===== src/shared/pmr_pkg.sv =====
/*
 * Shared constants for the power mode and reset controller: register
 * offsets, bit positions, reset source indices, reset values and timing.
 * Assumes a 10 MHz system clock and a 32-bit classic Wishbone register bus.
 */
package pmr_pkg;

    // ------------------------------------------------------------------
    // timing
    // ------------------------------------------------------------------
    localparam int CLK_FREQ_KHZ = 10000;
    localparam int RST_HOLD_US = 10;
    // least time, so the cycle count rounds up
    localparam int RST_HOLD_CYC = (RST_HOLD_US * CLK_FREQ_KHZ + 999) / 1000;

    // ------------------------------------------------------------------
    // register map (byte addresses)
    // ------------------------------------------------------------------
    localparam int ADR_W = 8;
    localparam logic [ADR_W-1:0] PCTRL0_OFS = 8'h00;
    localparam logic [ADR_W-1:0] PCTRL1_OFS = 8'h04;
    localparam logic [ADR_W-1:0] REGCTL_OFS = 8'h08;
    localparam logic [ADR_W-1:0] RSTCTL_OFS = 8'h0c;
    localparam logic [ADR_W-1:0] RSTSRC_OFS = 8'h10;
    localparam logic [ADR_W-1:0] MODESTAT_OFS = 8'h14;

    // field positions
    localparam int IDLE_BIT = 0;
    localparam int STOP_BIT = 1;
    localparam int SUSPEND_BIT = 0;
    localparam int SNOOZE_BIT = 1;
    localparam int REGULATOR_STOP_CONFIG_BIT_BIT = 0;
    localparam int SWRST_BIT = 0;
    localparam int RETAIN_BIT = 1;
    localparam int INRESET_BIT = 7;

    // ------------------------------------------------------------------
    // reset sources
    // ------------------------------------------------------------------
    localparam int NUM_SRC = 8;
    localparam int SRC_POR = 0;
    localparam int SRC_PIN = 1;
    localparam int SRC_CMP = 2;
    localparam int SRC_SW = 3;
    localparam int SRC_SUPPLY = 4;
    localparam int SRC_WDOG = 5;
    localparam int SRC_MCLK = 6;
    localparam int SRC_FLASH = 7;
    localparam logic [NUM_SRC-1:0] PIN_ONLY_MASK = 8'h02;
    localparam logic [NUM_SRC-1:0] RSTSRC_RESET = 8'h01;

    localparam logic [15:0] FETCH_START = 16'h0000;

    typedef enum logic [2:0] {
        MODE_NORMAL,
        MODE_IDLE,
        MODE_SUSPEND,
        MODE_SNOOZE,
        MODE_STOP,
        MODE_SHUTDOWN
    } mode_e;

endpackage


===== src/rtl/fall_detect.sv =====
/*
 * Falling edge detector: one-cycle pulse when a level goes from 1 to 0.
 * Assumes the input is synchronous to sys_clk.
 */
`timescale 1ns/1ps
`default_nettype none
module fall_detect #(
    parameter int W = 1,
    parameter logic [W-1:0] RST_VAL = '0
) (
    input wire logic sys_clk,
    input wire logic arst_n,
    input wire logic [W-1:0] din,
    output logic [W-1:0] fall
);
    logic [W-1:0] prev;

    if (W < 1) begin
        $error("fall_detect: W must be at least 1");
    end

    always_ff @(posedge sys_clk or negedge arst_n) begin
        if (!arst_n) begin
            prev <= RST_VAL;
        end else begin
            prev <= din;
        end
    end

    assign fall = prev & ~din;
endmodule
`default_nettype wire


===== src/rtl/hold_counter.sv =====
/*
 * Retriggerable hold counter: busy for CYCLES cycles after the last
 * trigger, and busy from asynchronous reset onward.
 * Assumes trig is synchronous to sys_clk.
 */
`timescale 1ns/1ps
`default_nettype none
module hold_counter #(
    parameter int CYCLES = 100
) (
    input wire logic sys_clk,
    input wire logic arst_n,
    input wire logic trig,
    output logic busy
);
    localparam int CW = $clog2(CYCLES + 1);
    localparam logic [CW-1:0] LOAD = CW'(CYCLES);

    logic [CW-1:0] count;

    if (CYCLES < 1) begin
        $error("hold_counter: CYCLES must be at least 1");
    end

    always_ff @(posedge sys_clk or negedge arst_n) begin
        if (!arst_n) begin
            count <= LOAD;
        end else if (trig) begin
            count <= LOAD;
        end else if (count != '0) begin
            count <= count - 1'b1;
        end
    end

    assign busy = (count != '0);
endmodule
`default_nettype wire


===== src/rtl/power_mode_reset_control.sv =====
/*
 * Power mode and reset controller: power mode state machine, clock,
 * oscillator and regulator controls, reset source collection and the
 * reset hold sequence, behind a classic Wishbone register slave.
 * Assumes all inputs are synchronous to sys_clk and arst_n is power-on.
 */
`timescale 1ns/1ps
`default_nettype none

module power_mode_reset_control #(
    parameter int HOLD_CYCLES = pmr_pkg::RST_HOLD_CYC
) (
    input wire logic sys_clk,
    input wire logic arst_n,
    input wire logic cyc_i,
    input wire logic stb_i,
    input wire logic we_i,
    input wire logic [pmr_pkg::ADR_W-1:0] adr_i,
    input wire logic [31:0] dat_i,
    input wire logic [3:0] sel_i,
    output logic [31:0] dat_o,
    output logic ack_o,
    input wire logic irqAny,
    input wire logic timer4Event,
    input wire logic spiActivity,
    input wire logic i2cSlaveActivity,
    input wire logic portMatch,
    input wire logic cmp0Out,
    input wire logic configLogicUnitIrq,
    input wire logic sysClkOnOscA,
    input wire logic resetPinNIn,
    input wire logic cmpResetReq,
    input wire logic supplyMonReset,
    input wire logic watchdogReset,
    input wire logic missingClkReset,
    input wire logic flashErrReset,
    output logic resetPinNOut,
    output logic resetPinNOe,
    output logic coreHalt,
    output logic coreReset,
    output logic fetchStart,
    output logic [15:0] fetchAddr,
    output logic watchdogEn,
    output logic sysClkInternal,
    output logic irqDisable,
    output logic timerDisable,
    output logic ramHold,
    output logic coreClkEn,
    output logic periphClkEn,
    output logic highFreqOscAEn,
    output logic highFreqOscBEn,
    output logic regLowBias,
    output logic lowFreqTimerEn,
    output logic powerNetsOn,
    output logic pinHold,
    output logic portDefault,
    output logic analogRetain
);
    import pmr_pkg::*;

    if (HOLD_CYCLES < 1 || HOLD_CYCLES > 4096) begin
        $error("power_mode_reset_control: HOLD_CYCLES out of range");
    end

    mode_e mode;
    mode_e next_mode;
    logic inReset;
    logic holdBusy;
    logic anyReset;
    logic leaveReset;
    logic cmp0Fall;
    logic wakeAny;
    logic wake;
    logic pinDrive;
    logic [NUM_SRC-1:0] srcVec;
    logic [NUM_SRC-1:0] activeSrc;
    logic [NUM_SRC-1:0] rstCause;
    logic idleReq;
    logic stopReq;
    logic suspendReq;
    logic snoozeReq;
    logic stopCfg;
    logic retain;
    logic swReq;
    logic busReq;
    logic wrStrobe;
    logic [31:0] rdData;

    // ------------------------------------------------------------------
    // reset sources and hold sequence
    // ------------------------------------------------------------------
    always_comb begin
        srcVec = '0;
        // our own pin drive must not re-trigger the pin source
        srcVec[SRC_PIN] = !resetPinNIn && !resetPinNOe;
        srcVec[SRC_CMP] = cmpResetReq;
        srcVec[SRC_SW] = swReq;
        srcVec[SRC_SUPPLY] = supplyMonReset;
        srcVec[SRC_WDOG] = watchdogReset;
        srcVec[SRC_MCLK] = missingClkReset;
        srcVec[SRC_FLASH] = flashErrReset;
        // shutdown: internal sources are unpowered, only the pin counts
        activeSrc = (mode == MODE_SHUTDOWN) ? (srcVec & PIN_ONLY_MASK) : srcVec;
    end

    assign anyReset = |activeSrc;

    hold_counter #(
        .CYCLES(HOLD_CYCLES)
    ) u_hold (
        .sys_clk(sys_clk),
        .arst_n(arst_n),
        .trig(anyReset),
        .busy(holdBusy)
    );

    fall_detect #(
        .W(1),
        .RST_VAL(1'b1)
    ) u_leave (
        .sys_clk(sys_clk),
        .arst_n(arst_n),
        .din(inReset),
        .fall(leaveReset)
    );

    fall_detect #(
        .W(1),
        .RST_VAL(1'b0)
    ) u_cmp0 (
        .sys_clk(sys_clk),
        .arst_n(arst_n),
        .din(cmp0Out),
        .fall(cmp0Fall)
    );

    always_ff @(posedge sys_clk or negedge arst_n) begin
        if (!arst_n) begin
            inReset <= 1'b1;
        end else begin
            inReset <= anyReset | holdBusy;
        end
    end

    // cause of the last reset; each new reset replaces it, power-on loads the POR bit
    always_ff @(posedge sys_clk or negedge arst_n) begin
        if (!arst_n) begin
            rstCause <= RSTSRC_RESET;
        end else if (anyReset && !inReset) begin
            rstCause <= activeSrc;
        end
    end

    // power-on starts with the pin driven; supply resets drive it too
    always_ff @(posedge sys_clk or negedge arst_n) begin
        if (!arst_n) begin
            pinDrive <= 1'b1;
        end else if (anyReset && !inReset) begin
            pinDrive <= activeSrc[SRC_SUPPLY];
        end else if (!inReset) begin
            pinDrive <= 1'b0;
        end
    end

    // ------------------------------------------------------------------
    // power mode state machine
    // ------------------------------------------------------------------
    assign wakeAny = timer4Event | spiActivity | i2cSlaveActivity | portMatch
                     | cmp0Fall | configLogicUnitIrq;

    always_comb begin
        next_mode = mode;
        unique case (mode)
            MODE_NORMAL: begin
                if (stopReq) begin
                    next_mode = stopCfg ? MODE_SHUTDOWN : MODE_STOP;
                end else if (snoozeReq && sysClkOnOscA) begin
                    next_mode = MODE_SNOOZE;
                end else if (suspendReq && sysClkOnOscA) begin
                    next_mode = MODE_SUSPEND;
                end else if (idleReq) begin
                    next_mode = MODE_IDLE;
                end
            end
            MODE_IDLE: begin
                if (irqAny) begin
                    next_mode = MODE_NORMAL;
                end
            end
            MODE_SUSPEND, MODE_SNOOZE: begin
                if (wakeAny) begin
                    next_mode = MODE_NORMAL;
                end
            end
            MODE_STOP, MODE_SHUTDOWN: begin
                next_mode = mode;
            end
            default: begin
                next_mode = MODE_NORMAL;
            end
        endcase
        if (inReset || anyReset) begin
            next_mode = MODE_NORMAL;
        end
    end

    assign wake = (mode != MODE_NORMAL) && (next_mode == MODE_NORMAL)
                  && !inReset && !anyReset;

    always_ff @(posedge sys_clk or negedge arst_n) begin
        if (!arst_n) begin
            mode <= MODE_NORMAL;
        end else begin
            mode <= next_mode;
        end
    end

    // ------------------------------------------------------------------
    // control registers
    // ------------------------------------------------------------------
    assign busReq = cyc_i && stb_i && !ack_o;
    // the core is halted in reset, so writes then are dropped
    assign wrStrobe = busReq && we_i && sel_i[0] && !inReset;

    always_ff @(posedge sys_clk or negedge arst_n) begin
        if (!arst_n) begin
            idleReq <= 1'b0;
            stopReq <= 1'b0;
            suspendReq <= 1'b0;
            snoozeReq <= 1'b0;
            stopCfg <= 1'b0;
        end else if (inReset) begin
            idleReq <= 1'b0;
            stopReq <= 1'b0;
            suspendReq <= 1'b0;
            snoozeReq <= 1'b0;
            stopCfg <= 1'b0;
        end else begin
            if (wake) begin
                idleReq <= 1'b0;
                suspendReq <= 1'b0;
                snoozeReq <= 1'b0;
            end
            // a write in the wake cycle lands after the clear and wins
            if (wrStrobe && adr_i == PCTRL0_OFS) begin
                idleReq <= dat_i[IDLE_BIT];
                stopReq <= dat_i[STOP_BIT];
            end
            if (wrStrobe && adr_i == PCTRL1_OFS) begin
                suspendReq <= dat_i[SUSPEND_BIT];
                snoozeReq <= dat_i[SNOOZE_BIT];
            end
            if (wrStrobe && adr_i == REGCTL_OFS) begin
                stopCfg <= dat_i[REGULATOR_STOP_CONFIG_BIT_BIT];
            end
        end
    end

    always_ff @(posedge sys_clk or negedge arst_n) begin
        if (!arst_n) begin
            swReq <= 1'b0;
        end else begin
            swReq <= wrStrobe && adr_i == RSTCTL_OFS && dat_i[SWRST_BIT];
        end
    end

    // retention survives every reset except power-on
    always_ff @(posedge sys_clk or negedge arst_n) begin
        if (!arst_n) begin
            retain <= 1'b0;
        end else if (wrStrobe && adr_i == RSTCTL_OFS) begin
            retain <= dat_i[RETAIN_BIT];
        end
    end

    // ------------------------------------------------------------------
    // bus slave: ack one cycle after the request, unmapped reads zero
    // ------------------------------------------------------------------
    always_comb begin
        rdData = '0;
        unique case (adr_i)
            PCTRL0_OFS: begin
                rdData[IDLE_BIT] = idleReq;
                rdData[STOP_BIT] = stopReq;
            end
            PCTRL1_OFS: begin
                rdData[SUSPEND_BIT] = suspendReq;
                rdData[SNOOZE_BIT] = snoozeReq;
            end
            REGCTL_OFS: rdData[REGULATOR_STOP_CONFIG_BIT_BIT] = stopCfg;
            RSTCTL_OFS: rdData[RETAIN_BIT] = retain;
            RSTSRC_OFS: rdData[NUM_SRC-1:0] = rstCause;
            MODESTAT_OFS: begin
                rdData[2:0] = mode;
                rdData[INRESET_BIT] = inReset;
            end
            default: rdData = '0;
        endcase
    end

    always_ff @(posedge sys_clk or negedge arst_n) begin
        if (!arst_n) begin
            ack_o <= 1'b0;
            dat_o <= '0;
        end else begin
            ack_o <= busReq;
            dat_o <= (busReq && !we_i) ? rdData : '0;
        end
    end

    // ------------------------------------------------------------------
    // registered outputs
    // ------------------------------------------------------------------
    always_ff @(posedge sys_clk or negedge arst_n) begin
        if (!arst_n) begin
            coreHalt <= 1'b1;
            coreReset <= 1'b1;
            irqDisable <= 1'b1;
            timerDisable <= 1'b1;
            ramHold <= 1'b1;
            fetchStart <= 1'b0;
            fetchAddr <= FETCH_START;
            sysClkInternal <= 1'b0;
        end else begin
            coreHalt <= inReset || mode != MODE_NORMAL;
            coreReset <= inReset;
            irqDisable <= inReset;
            timerDisable <= inReset;
            // RAM has no reset path; writes are only blocked meanwhile
            ramHold <= inReset;
            fetchStart <= leaveReset;
            fetchAddr <= FETCH_START;
            sysClkInternal <= leaveReset;
        end
    end

    always_ff @(posedge sys_clk or negedge arst_n) begin
        if (!arst_n) begin
            watchdogEn <= 1'b0;
        end else if (leaveReset) begin
            watchdogEn <= 1'b1;
        end else if (inReset) begin
            watchdogEn <= 1'b0;
        end
    end

    always_ff @(posedge sys_clk or negedge arst_n) begin
        if (!arst_n) begin
            coreClkEn <= 1'b1;
            periphClkEn <= 1'b1;
            highFreqOscAEn <= 1'b1;
            highFreqOscBEn <= 1'b1;
            regLowBias <= 1'b0;
            lowFreqTimerEn <= 1'b0;
            powerNetsOn <= 1'b1;
            pinHold <= 1'b0;
        end else begin
            coreClkEn <= mode == MODE_NORMAL;
            periphClkEn <= mode == MODE_NORMAL || mode == MODE_IDLE;
            highFreqOscAEn <= mode == MODE_NORMAL || mode == MODE_IDLE;
            highFreqOscBEn <= mode == MODE_NORMAL || mode == MODE_IDLE;
            regLowBias <= mode == MODE_SNOOZE;
            lowFreqTimerEn <= mode == MODE_SUSPEND || mode == MODE_SNOOZE;
            powerNetsOn <= !(mode == MODE_STOP || mode == MODE_SHUTDOWN);
            pinHold <= mode == MODE_STOP || mode == MODE_SHUTDOWN;
        end
    end

    always_ff @(posedge sys_clk or negedge arst_n) begin
        if (!arst_n) begin
            portDefault <= 1'b1;
            analogRetain <= 1'b0;
            resetPinNOut <= 1'b0;
            resetPinNOe <= 1'b1;
        end else begin
            portDefault <= inReset && !retain;
            analogRetain <= retain;
            resetPinNOut <= 1'b0;
            resetPinNOe <= inReset && pinDrive;
        end
    end
endmodule
`default_nettype wire


===== config.mk =====
export PLATFORM = sky130hd
export DESIGN_NAME = power_mode_reset_control
export DESIGN_NICKNAME = d
export VERILOG_FILES = /design/src/shared/pmr_pkg.sv /design/src/rtl/fall_detect.sv /design/src/rtl/hold_counter.sv /design/src/rtl/power_mode_reset_control.sv
export SDC_FILE = /design/constraint.sdc
export NUM_CORES = 1
export LEC_CHECK = 0
export ABC_AREA = 0
export BUFFER_PORTS_ARGS = -buffer_cell sky130_fd_sc_hd__buf_2
export CAP_MARGIN = 20
export CORE_MARGIN = 5
export CORE_UTILIZATION = 37
export DETAILED_ROUTE_END_ITERATION = 10
export PLACE_DENSITY = 0.67
export SLEW_MARGIN = 25
export SYNTH_ARGS = -nofsm -noshare
export SYNTH_HDL_FRONTEND = slang
export SYNTH_SLANG_ARGS = --single-unit

===== constraint.sdc =====
create_clock -name sys_clk -period 4.9 [get_ports sys_clk]
set_clock_uncertainty 0.15 [all_clocks]
set_input_delay 0.49 -clock sys_clk [delete_from_list [all_inputs] [get_ports sys_clk]]
set_output_delay 0.49 -clock sys_clk [all_outputs]
set_load 0.02 [all_outputs]

==> reports/results.ini <==
[worst_setup_path]
endpoint_kind=register
cp_data_required_time_ns=4.93
path_class=register to register
reg2reg_depth=7
r2r-start=u_hold.count[0]
critPathLaunchType=register
rrSetupSlack_ns=2.75
cp_max_fo=8
arrival_ns=2.18
regToRegEndpoint=u_hold.count[3]

[routing]
drtIter0Drc=92
routed_wl_mm=4.985
drcViolationCount=0
vias=1726
wl_per_cell_um=13.40
ant_nets=0
viasPerCell=4.640
dr.pass1.iters=4

[cts]
postCtsSetupBuffers=0
clock-sinks=50
clockBufferDepth=2
cts_buffers=5
cts.reportedPaths.clkPinSlew_ns=0.09
h-tree-depth=2
clk_latency_ns=0.30
ctsResizeCount=0
hold_buffers=0
clockRootBuffer=clkbuf_8
cts_tree=yes

[floorplanning]
ios=132
core_area_um2=6756
initial_utilization_pct=37.81
std_cell_rows=30
die_h_um=93.10
dieArea_um2=8667
die_x_um=93.10

[sta]
tightest_slew_ns=0.6113
finalHoldViolCount=0
fin_tns_setup_ns=0
relSlewSlack_pct=59.25
achievable-frequency_mhz=464.2
setup_viol=0
rsz0062_at_grt=false
post-route-min-period_ns=2.154
drv_slew=0
min_period_over_period_pct=43.96

[layout]
final_common_cell=buf_2
final_cells=372
mostFrequentLayoutCells=buf_2, conb_1, dfrtp_1, nor2_1, dfstp_2
diodes=0
n_fill_cell=663
fin_nets=355
syn2layout_area_growth_pct=10.33
drive_gt1_share_pct=31.16

[yosys]
syn_area_per_cell_um2=10.65
synth_adder_area_share_pct=0.4897
syn-cell-area_um2=2555
synth.area.mux_share_pct=3.869
synth_top_area_cell=dfrtp_1
synth_top_family_by_area=simple AND/OR/NAND/NOR gates
ys_top_cells_by_area=dfrtp_1, buf_4, dfstp_2
synth_edf_count=0
ys_types=47
synth_top_area_share_pct=36.24
synth_simple_gate_area_share_pct=18.41
synth_ff_type=dfrtp_1
synth_cells=240
yosysWarnings=0
ys_ff_latch=50
synth-xor-area-share_pct=1.028
synth-compound-area-share_pct=9.794
seq_area_frac_synth_pct=49.61
synthArstFlopShare_pct=100.0

[global_routing]
antenna_found_initial=0
gr-total-overflow=0
grt_usage_pct=11.45
grt_pass1_vias=1649
grt_max_degree=51
grt_pass1_wl_mm=8.038

[place]
placed_cells=364
dpl.hpwl_mm=3.786
port_buffers=57
place.gp.congestion=0.8131

[outcome]
run_status=completed

[run]
drv_cap=0

[min_path]
hold_path_class=input port to asynchronous set/reset pin

[power_and_ir_drop]
powerDensity_nw_per_um2=275.6
vdd_drop_max_uv=107.2
power.static_leakage_nw=1.411

[worst max-delay path, cell delays in order, from the launching register on]
cell and delay [ns]:
dfrtp_1 0.39, inv_1 0.09, ha_1 0.17, or3b_2 0.52
nor4_4 0.39, nor2_1 0.12, xnor2_1 0.15, nor2_1 0.06
[how the worst max path moves through the flow]
stage,from,to,slack [ns],cells after the start
final,u_hold.count[0],u_hold.count[3],2.75,7
after global routing,u_hold.count[0],u_hold.count[3],2.60,7
after CTS,u_hold.count[0],u_hold.count[3],2.74,7
after detailed placement,cmpResetReq,rstCause[1],2.77,6
after global placement,mode[1],rstCause[1],2.79,4
after floorplan,mode[1],rstCause[1],2.96,7
[cell type report]
type	instances	area (um^2)	area share (%)
clock buffers	7	86.33	3.063
multi-input cells	168	1012	35.91
inverters	8	30.03	1.065
repair buffers	58	292.8	10.39
clock inverters	1	30.03	1.065
flip-flops and latches	50	1267	44.96
well taps	80	100.1	3.551
[cell usage after synthesis (2+ instances only)]
cell type and number:
xnor2_1 3, and2_1 9, nand2_1 11, a21o_1 3
nor2b_1 5, a211oi_1 3, dfrtp_1 37, buf_4 47
mux2_2 3, and3b_1 3, nor2_1 19, nor4_2 2
o21ai_0 10, buf_6 2, dfstp_2 13, inv_1 7
nand3_1 3, nor3b_1 3, a21oi_1 6, a22o_1 5
or3_1 4, mux2i_1 5, clkbuf_1 4, o31ai_1 2
nand2b_1 2, nor3_1 4, nand4_1 2, and3_1 2
nor4_1 3
[cells by family after synthesis]
kind of cell	count (synthesis)
AOI/OAI and AO/OA	35
xor gates and xnor gates	3
adders and majority gates	1
buffers and inverters	62
DFF	50
muxes	9
other	1
and+or+nand+nor	79
[power breakdown]
group          internal [mW]  switching (mW)  total, mW
Combinational         0.0143          0.0499     0.0642
Clock                  0.167           0.131      0.298
Sequential             0.414        0.000667      0.415
[routing by layer]
metal  up-vias  global-route usage (%)  wire [um]
met2        76                   19.20       2395
met4         0                   3.785         30
met3         4                   2.816        415
met1       812                   14.47       2143
li1        834                       -          -
met5         -                       0          0
[metrics by stage]
step | utilization, % | setup WS [ns] | cell area [um^2] | power [mW] | hold slack (ns)
detailed placement | 40.00 | 2.774 | 2703 | 0.4867 | 0.2702
finish | 41.72 | 2.746 | 2819 | 0.7770 | 0.1286
global placement | 40.00 | 2.787 | 2703 | 0.4858 | 0.2769
CTS | 41.72 | 2.743 | 2819 | 0.7864 | 0.1505
floorplan | - | 2.964 | 2705 | 0.4863 | 0.04441
global route | 41.72 | 2.602 | 2819 | 0.8089 | 0.1529
[state kept, by name, indices dropped and copies added, names as in the netlist, 3 cells and up]
register / count
dat_o: 8
mode: 3
rstCause: 8
u_hold.count: 7
(Power assumes the default switching activity.)
